==> src/sbir_pkg.sv <==
// Purpose: constants and types for the spi buffer and interrupt register block
// Assumes: 16-bit register port, byte addresses as printed
// Notes:   control bits not in the map are gathered at a chosen offset
`default_nettype none
package sbir_pkg;
  localparam logic [8:0]  SBIR_OFF_RXBUF  = 9'h14c;
  localparam logic [8:0]  SBIR_OFF_TXBUF  = 9'h14e;
  localparam logic [8:0]  SBIR_OFF_CTRL   = 9'h150;
  localparam logic [8:0]  SBIR_OFF_STAT   = 9'h152;
  localparam logic [8:0]  SBIR_OFF_IE     = 9'h15a;
  localparam logic [8:0]  SBIR_OFF_IFG    = 9'h15c;
  localparam logic [8:0]  SBIR_OFF_IV     = 9'h15e;
  localparam int          SBIR_BIT_RX     = 0;
  localparam int          SBIR_BIT_TX     = 1;
  localparam int          SBIR_BIT_SWRST  = 0;
  localparam int          SBIR_BIT_7BIT   = 1;
  localparam int          SBIR_BIT_OE     = 5;
  localparam int          SBIR_BIT_BUSY   = 0;
  localparam logic [1:0]  SBIR_IFG_RST    = 2'h2;
  localparam logic [1:0]  SBIR_CTRL_RST   = 2'h1;
  localparam logic [15:0] SBIR_IV_NONE    = 16'h0000;
  localparam logic [15:0] SBIR_IV_RX      = 16'h0002;
  localparam logic [15:0] SBIR_IV_TX      = 16'h0004;
  localparam int          SBIR_CHAR_BITS  = 8;

  typedef struct packed {
    logic [8:0]  addr;
    logic [15:0] wdata;
    logic        wr;
    logic        rd;
  } sbir_bus_req_t;

  typedef struct packed {
    logic sclk;
    logic mosi;
    logic ssel_n;
  } sbir_link_t;

  function automatic logic [7:0] sbir_mask7(input logic [7:0] d, input logic seven);
    sbir_mask7 = seven ? {1'b0, d[6:0]} : d;
  endfunction
endpackage
`default_nettype wire

==> src/sbir_shift.sv <==
// Purpose: spi slave shift engine, mode 0, msb first
// Assumes: synchronised sclk, mosi, ssel_n; sclk much slower than clock
// Notes:   miso driven from flops; 7-bit mode shifts seven bits
`default_nettype none
module sbir_shift
  import sbir_pkg::*;
(
  input  wire logic       clock,
  input  wire logic       srst,
  input  wire sbir_link_t link,
  input  wire logic       seven,
  input  wire logic       tx_valid,
  input  wire logic [7:0] tx_data,
  output logic            tx_take,
  output logic            rx_done,
  output logic      [7:0] rx_data,
  output logic            busy,
  output logic            miso
);
  logic       sclk_d_r;
  logic [7:0] sh_r;
  logic [3:0] cnt_r;
  logic       act_r;
  wire        rise  = link.sclk & ~sclk_d_r & ~link.ssel_n;
  wire        fall  = ~link.sclk & sclk_d_r & ~link.ssel_n;
  wire  [3:0] nbits = seven ? 4'd7 : 4'd8;
  wire        start = ~act_r & ~link.ssel_n;
  wire  [7:0] sh_in = {sh_r[6:0], link.mosi};
  wire        last  = rise & (cnt_r + 4'd1 == nbits);
  assign tx_take = start & tx_valid;
  assign busy    = act_r;
  always_ff @(posedge clock) begin
    if (srst) begin
      sclk_d_r <= 1'b0;
      sh_r     <= 8'h00;
      cnt_r    <= 4'h0;
      act_r    <= 1'b0;
      rx_done  <= 1'b0;
      rx_data  <= 8'h00;
      miso     <= 1'b0;
    end else begin
      sclk_d_r <= link.sclk;
      rx_done  <= last;
      if (link.ssel_n) begin
        act_r <= 1'b0;
        cnt_r <= 4'h0;
      end else if (start) begin
        // 7-bit data left-justified in shifter; top bit ignored
        act_r <= 1'b1;
        sh_r  <= seven ? {tx_data[6:0], 1'b0} : tx_data;
        miso  <= seven ? tx_data[6] : tx_data[7];
      end else if (rise) begin
        sh_r  <= sh_in;
        cnt_r <= last ? 4'h0 : cnt_r + 4'd1;
        if (last) begin
          rx_data <= seven ? {1'b0, sh_in[6:0]} : sh_in;
          act_r   <= 1'b0;
        end
      end else if (fall) begin
        miso <= sh_r[7];
      end
    end
  end
endmodule
`default_nettype wire

==> src/sbir_sync.sv <==
// Purpose: two-flop synchroniser for link pins
// Assumes: inputs are asynchronous to clock
// Notes:   first stage is read only by the second
`default_nettype none
module sbir_sync
  import sbir_pkg::*;
#(
  parameter int W = 3
) (
  input  wire logic         clock,
  input  wire logic         srst,
  input  wire logic [W-1:0] d,
  output logic      [W-1:0] q
);
  logic [W-1:0] meta_r;
  always_ff @(posedge clock) begin
    if (srst) begin
      meta_r <= '0;
      q      <= '0;
    end else begin
      meta_r <= d;
      q      <= meta_r;
    end
  end
endmodule
`default_nettype wire

==> src/sbir_top.sv <==
// Purpose: receive/transmit buffers and interrupt flag, enable and vector logic
// Assumes: software on a plain 16-bit register port, external spi master on pins
// Notes:   software reset bit holds buffers and flags at reset values
//
// Chosen here: strobed register access.
`default_nettype none
// Behaviour
// receive buffer holds last received character in bits 7-0, upper bits zero
// reading receive buffer clears receive flag and error flags
// seven-bit mode stores received characters right-aligned, top bit zero
// transmit buffer holds written byte until shifted; write clears transmit flag
// seven-bit mode ignores and clears top transmit bit
// transmit flag in bit 1 set while buffer empty; reset value 02h
// receive flag in bit 0 set on complete character; resets zero
// vector reads 000h none, 002h receive first, 004h transmit
// overrun set when new character arrives unread; cleared only by buffer read (code also clears it on software reset)
// interrupt output high while a flag and its enable are both set
module sbir_top
  import sbir_pkg::*;
(
  input  wire logic        clock,
  input  wire logic        srst,
  input  wire logic [8:0]  addr,
  input  wire logic [15:0] wdata,
  input  wire logic        wr,
  input  wire logic        rd,
  output logic      [15:0] rdata,
  input  wire logic        spi_sclk,
  input  wire logic        spi_mosi,
  input  wire logic        spi_ssel_n,
  output logic             spi_miso,
  output logic             irq
);
  logic [1:0] ctrl_r;
  logic [7:0] rxbuf_r;
  logic [7:0] txbuf_r;
  logic       tx_full_r;
  logic [1:0] ie_r;
  logic [1:0] ifg_r;
  logic       oe_r;
  logic       rx_unread_r;
  logic [2:0] pins_q;
  sbir_link_t link;
  logic       tx_take;
  logic       rx_done;
  logic [7:0] rx_data;
  logic       busy;

  wire rst_all  = srst | ctrl_r[SBIR_BIT_SWRST];
  wire seven    = ctrl_r[SBIR_BIT_7BIT];
  wire wr_ctrl  = wr & (addr == SBIR_OFF_CTRL);
  wire wr_tx    = wr & (addr == SBIR_OFF_TXBUF);
  wire wr_ie    = wr & (addr == SBIR_OFF_IE);
  wire wr_ifg   = wr & (addr == SBIR_OFF_IFG);
  wire rd_rx    = rd & (addr == SBIR_OFF_RXBUF);
  wire [1:0] pend = ifg_r & ie_r;
  // receive has priority over transmit
  wire [15:0] iv_code = pend[SBIR_BIT_RX] ? SBIR_IV_RX :
                        pend[SBIR_BIT_TX] ? SBIR_IV_TX : SBIR_IV_NONE;
  wire [15:0] stat_w = {10'h000, oe_r, 4'h0, busy};

  sbir_sync #(.W(3)) u_sync (
    .clock (clock),
    .srst  (srst),
    .d     ({spi_sclk, spi_mosi, ~spi_ssel_n}),
    .q     (pins_q)
  );
  // select carried inverted so the flops clear to the deselected level
  assign link = '{sclk: pins_q[2], mosi: pins_q[1], ssel_n: ~pins_q[0]};

  sbir_shift u_shift (
    .clock    (clock),
    .srst     (rst_all),
    .link     (link),
    .seven    (seven),
    .tx_valid (tx_full_r),
    .tx_data  (txbuf_r),
    .tx_take  (tx_take),
    .rx_done  (rx_done),
    .rx_data  (rx_data),
    .busy     (busy),
    .miso     (spi_miso)
  );

  // control register is outside the software reset it drives
  always_ff @(posedge clock) begin
    if (srst) ctrl_r <= SBIR_CTRL_RST;
    else if (wr_ctrl) ctrl_r <= wdata[1:0];
  end

  always_ff @(posedge clock) begin
    if (rst_all) begin
      rxbuf_r <= 8'h00;
      rx_unread_r <= 1'b0;
    end else if (rx_done) begin
      rxbuf_r <= sbir_mask7(rx_data, seven);
      rx_unread_r <= 1'b1;
    end else if (rd_rx) begin
      rx_unread_r <= 1'b0;
    end
  end

  // overrun: a clearing read in the same cycle wins over the set
  always_ff @(posedge clock) begin
    if (rst_all) oe_r <= 1'b0;
    else if (rx_done & rx_unread_r & ~rd_rx) oe_r <= 1'b1;
    else if (rd_rx) oe_r <= 1'b0;
  end

  always_ff @(posedge clock) begin
    if (rst_all) begin
      txbuf_r   <= 8'h00;
      tx_full_r <= 1'b0;
    end else if (wr_tx) begin
      txbuf_r   <= sbir_mask7(wdata[7:0], seven);
      tx_full_r <= 1'b1;
    end else if (tx_take) begin
      tx_full_r <= 1'b0;
    end
  end

  always_ff @(posedge clock) begin
    if (rst_all) ie_r <= 2'h0;
    else if (wr_ie) ie_r <= wdata[1:0];
  end

  // flags: receive set wins over read or software clear; transmit-buffer write clear wins over take set
  always_ff @(posedge clock) begin
    if (rst_all) begin
      ifg_r <= SBIR_IFG_RST;
    end else begin
      if (rx_done) ifg_r[SBIR_BIT_RX] <= 1'b1;
      else if (rd_rx) ifg_r[SBIR_BIT_RX] <= 1'b0;
      else if (wr_ifg) ifg_r[SBIR_BIT_RX] <= wdata[SBIR_BIT_RX];
      // a refill in the take cycle leaves the buffer full, so no flag
      if (wr_tx) ifg_r[SBIR_BIT_TX] <= 1'b0;
      else if (tx_take) ifg_r[SBIR_BIT_TX] <= 1'b1;
      else if (wr_ifg) ifg_r[SBIR_BIT_TX] <= wdata[SBIR_BIT_TX];
    end
  end

  always_ff @(posedge clock) begin
    if (srst) begin
      rdata <= 16'h0000;
      irq   <= 1'b0;
    end else begin
      irq <= |pend;
      if (rd) begin
        case (addr)
          SBIR_OFF_RXBUF: rdata <= {8'h00, rxbuf_r};
          SBIR_OFF_TXBUF: rdata <= {8'h00, txbuf_r};
          SBIR_OFF_CTRL:  rdata <= {14'h0000, ctrl_r};
          SBIR_OFF_STAT:  rdata <= stat_w;
          SBIR_OFF_IE:    rdata <= {14'h0000, ie_r};
          SBIR_OFF_IFG:   rdata <= {14'h0000, ifg_r};
          SBIR_OFF_IV:    rdata <= iv_code;
          default:        rdata <= 16'h0000;
        endcase
      end else begin
        rdata <= 16'h0000;
      end
    end
  end

  AST_RX_CLEAR: assert property (@(posedge clock) disable iff (rst_all)
    rd_rx & ~rx_done |=> ~ifg_r[SBIR_BIT_RX] & ~oe_r)
    else $error("receive read did not clear flags");
  AST_RX_SET: assert property (@(posedge clock) disable iff (rst_all)
    rx_done |=> ifg_r[SBIR_BIT_RX] && rxbuf_r == sbir_mask7($past(rx_data), seven))
    else $error("receive flag or data missing");
  AST_RX_TOP: assert property (@(posedge clock) disable iff (rst_all)
    seven & rx_done |=> ~rxbuf_r[7])
    else $error("seven-bit receive top bit set");
  AST_TX_WR: assert property (@(posedge clock) disable iff (rst_all)
    wr_tx |=> ~ifg_r[SBIR_BIT_TX] && tx_full_r)
    else $error("transmit write did not clear flag");
  AST_TX_TOP: assert property (@(posedge clock) disable iff (rst_all)
    wr_tx & seven |=> ~txbuf_r[7])
    else $error("seven-bit transmit top bit set");
  AST_TX_EMPTY: assert property (@(posedge clock) disable iff (rst_all)
    tx_take & ~wr_tx |=> ifg_r[SBIR_BIT_TX])
    else $error("transmit flag not set on empty");
  AST_OVR: assert property (@(posedge clock) disable iff (rst_all)
    rx_unread_r & rx_done & ~rd_rx |=> oe_r)
    else $error("overrun not flagged");
  AST_IV: assert property (@(posedge clock) disable iff (rst_all)
    pend[SBIR_BIT_RX] |-> iv_code == SBIR_IV_RX)
    else $error("vector priority wrong");
  AST_IRQ: assert property (@(posedge clock) disable iff (rst_all)
    ##1 irq == |$past(pend))
    else $error("interrupt output mismatch");
  AST_RST: assert property (@(posedge clock)
    srst |=> ifg_r == SBIR_IFG_RST)
    else $error("flag reset value wrong");
  COV_RX: cover property (@(posedge clock) disable iff (rst_all) rx_done ##[1:50] rd_rx);
  COV_OVR: cover property (@(posedge clock) disable iff (rst_all) $rose(oe_r));
  COV_TX: cover property (@(posedge clock) disable iff (rst_all) wr_tx ##[1:200] tx_take);
endmodule
`default_nettype wire

==> config.mk <==
export PLATFORM = sky130hd
export DESIGN_NAME = sbir_top
export DESIGN_NICKNAME = d
export VERILOG_FILES = /design/src/sbir_pkg.sv /design/src/sbir_shift.sv /design/src/sbir_sync.sv /design/src/sbir_top.sv
export SDC_FILE = /design/constraint.sdc
export NUM_CORES = 1
export LEC_CHECK = 0
export ABC_AREA = 1
export BUFFER_PORTS_ARGS = -buffer_cell sky130_fd_sc_hd__buf_4
export CAP_MARGIN = 20
export CORE_UTILIZATION = 39
export DETAILED_ROUTE_END_ITERATION = 16
export SLEW_MARGIN = 0
export SYNTH_ARGS = -nofsm -noshare
export SYNTH_HDL_FRONTEND = slang
export SYNTH_SLANG_ARGS = --single-unit
==> constraint.sdc <==
create_clock -name clock -period 2 [get_ports clock]
set_input_delay 0.1 -clock clock [delete_from_list [all_inputs] [get_ports clock]]
set_output_delay 0.1 -clock clock [all_outputs]
set_load 0.005 [all_outputs]
==> results.md <==
* Status: finished, final reports clean
* Row count at 31
* Crit-path most repeated cell: nor2_1
* Met1 usage at 22.6%
* Async SR Flop Fraction at 0%
* Slew headroom at 64.6%
* Post-synthesis instance area at 0.00293 sq mm
* First-pass GRT wire length at 10200 um
* Syn Area/Cell at 6.97 sq um
* Worst-path fanout max at 16
* Io pins at 50
* Overflow after GRT at 0
* Post-route clock period utilization at between 80 and 90%
* Initial antenna violation count at 0
* Post-DP HPWL at around 4600 um
* Hold crit path type: in -> reg
* Final hold vios at 0
* Primary FF master, synth: dfxtp_1
* Cts bufs inserted at 9
* Setup tns final at 0 ns
* Critical path type: reg -> reg
* # nets final at a little under 500
* Post-synth top area share at a little over two fifths
* Most frequent cells in the layout: nand2_1 (75), dfxtp_1 (64), inv_1 (58)
* Final setup margin at approximately 0.34 ns
* RSZ-0062 raised after global routing: no
* Setup Viol. Count Final at 0
* PD cells at 759 mW/mm^2
* Wirelength per Cell at 11.6 um
* Cell count after synthesis at 420
* Die footprint at 0.00786 sq mm
* Post-Route WL at 6500 um
* Clock tree buffer depth at 2
* Final Max Slew Viols at 0
* Leakage at approximately 1.5 nW
* CP max stage cell: dfxtp_1
* Vias per cell at 4.69
* DR pass1 iterations at 4
* Worst slack, placed at 0.350 ns
* Synth cell types at 26
* Worst Path Required at 2.24 ns
* Seq/Total Area, Yosys at approximately 44%
* Htree depth at 3
* CTS tree: built
* Crit path arrival time at 1.90 ns
* Commonest non-fill, non-tap cell in the layout: nand2_1
* Skew final at approximately 0.0093 ns
* Startpoint types: register
* Number of DRC markers in iteration 0 at 101
* Initial Util at approximately two fifths
* Critical Path, Cell by Cell: ha_1 -> nor2_1 -> nand2_1 -> nand2_2 -> nand4_4 -> nor2_1 -> nor2_1
* Ranking of synthesized cells by area: dfxtp_1 (44%), nand2_1 (9.6%), a21oi_1 (7.7%), o21ai_0 (7.5%), inv_1 (7.4%)
* Largest stage delay, worst path at approximately 0.47 ns
* Met3 GRT Util at 4.76%
* CTS Root Cell: clkbuf_8
* Hold Slack at 0.0319 ns
* IO buf count at 33
* Worst-margin pin slew at 0.530 ns
* GP Congestion at roughly 0.86
* Pin count of the biggest net entering global routing at 37
* Via Count at 2632
* Clk_lat worst skew at 0.34 ns
* Synthesized flop and latch total at 64
* Antenna diodes at 0
* GRT Total Usage at between 15 and 20%
* Crit. End Element: register
* CTS sink count at 64
* Clock transition at path regs at ~0.080 ns
* Share of cells above drive strength 1 at 14.7%
* Die height at 88.6 um
* Syn-to-layout area delta at 19.0%
* Final antenna-violating net count at 0
* Fmax at 602 MHz
* Yosys warns at 0
* Die W at 88.6 um
* Met2 Usage GRT at a little over a quarter
* Peak VDD IR at 0.000370 V
* Postcts setup bufs at 0
* Leading area contributor after synthesis: dfxtp_1
* Vias in the first global route at 2215
* Crit path max-delay family: simple AND/OR/NAND/NOR gates
* Critical path buffers and inverters at 0
* EDFF count, synth at 0
* Minimum clock period at 1.66 ns
* Post-route DRC at 0
* Most Used Layer, Global Route: met2
* Number of max-cap violations at 0
* Core area at 0.00725 sq mm
registers in the layout (all words and copies together) (netlist names), 2 cells and up:
name and cells:
ie_r 2, u_shift.cnt_r 4, txbuf_r 8, u_shift.sh_r 8, u_sync.meta_r 3, ifg_r 2
u_shift.rx_data 8, ctrl_r 2, u_sync.q 3, rxbuf_r 8, rdata 8
logic make-up after synthesis:
kind of cell	count (synthesis)	synth area share, %
xor gates and xnor gates	1	0.299
DFF	64	43.8
and+or+nand+nor	179	27.2
other	1	0.128
adders and majority gates	1	0.427
buffers and inverters	82	12.3
AOI/OAI and AO/OA	92	15.9
report_power, final:
group	leakage, nW	switching (mW)	total [mW]	internal [mW]
Combinational	0.874	0.0558	0.100	0.0446
Clock	0.112	0.546	1.26	0.716
Sequential	0.517	0.00211	1.28	1.28
worst reg2reg max path, cell delays in order, from the launching register on:
cell and delay, ns:
dfxtp_1 0.47, ha_1 0.31, nor2_1 0.11, nand2_1 0.08, nand2_2 0.11, nand4_4 0.24
nor2_1 0.18, nor2_1 0.07
repair_timing:
action                     CTS  global route
resized for setup            0             0
hold endpoints to repair     3             0
hold buffers                 3             0
setup endpoints to repair    0             0
Yosys cell counts, types with 2 or more instances:
master and instances:
buf_4 10, dfxtp_1 64, buf_2 6, a31oi_1 2
nand4_1 11, nor2_4 2, inv_1 58, o21ai_0 44
inv_2 3, nand2_1 75, nor3_1 2, nor2_2 4
nand3_1 21, nor2_1 57, a21oi_1 45, nand2_2 3
clkbuf_1 4
final cells by class:
class                           count  area, sq um
Clock buffer                        9          124
Clock inverter                      7          105
Fill cell                         766         3770
Inverter                           61          229
Multi-Input combinational cell    281         1310
Sequential cell                    64         1280
Tap cell                           99          124
Timing Repair Buffer               40          308
path summary, 6_finish.rpt:
check / start / to / slack, ns / depth (start not counted)
setup / recovery: u_shift.cnt_r[0]$_SDFFE_PP0P_ / u_shift.rx_data[7]$_SDFFE_PP0P_ / 0.34 / 7
setup reg to reg: u_shift.cnt_r[0]$_SDFFE_PP0P_ / u_shift.rx_data[7]$_SDFFE_PP0P_ / 0.34 / 7
hold reg to reg: u_sync.meta_r[0]$_SDFF_PP0_ / u_sync.q[0]$_SDFF_PP0_ / 0.40 / 2
hold / removal: srst / u_sync.q[0]$_SDFF_PP0_ / 0.03 / 2
layer usage:
metal / up-vias / wire length (um)
met5: - / 0
met4: 0 / 66
met3: 6 / 310
met2: 67 / 2870
met1: 1149 / 3250
li1: 1410 / -
through the flow:
stage	instance area, sq um	total power, mW	cells	util [%]
CTS	3480	2.67	561	48.0
finish	3480	2.64	561	48.0
detailed placement	3220	1.41	542	44.5
global route	3480	2.74	561	48.0
global placement	3220	1.40	542	44.5
floorplan	2950	1.37	427	-
(Power assumes the default switching activity.)
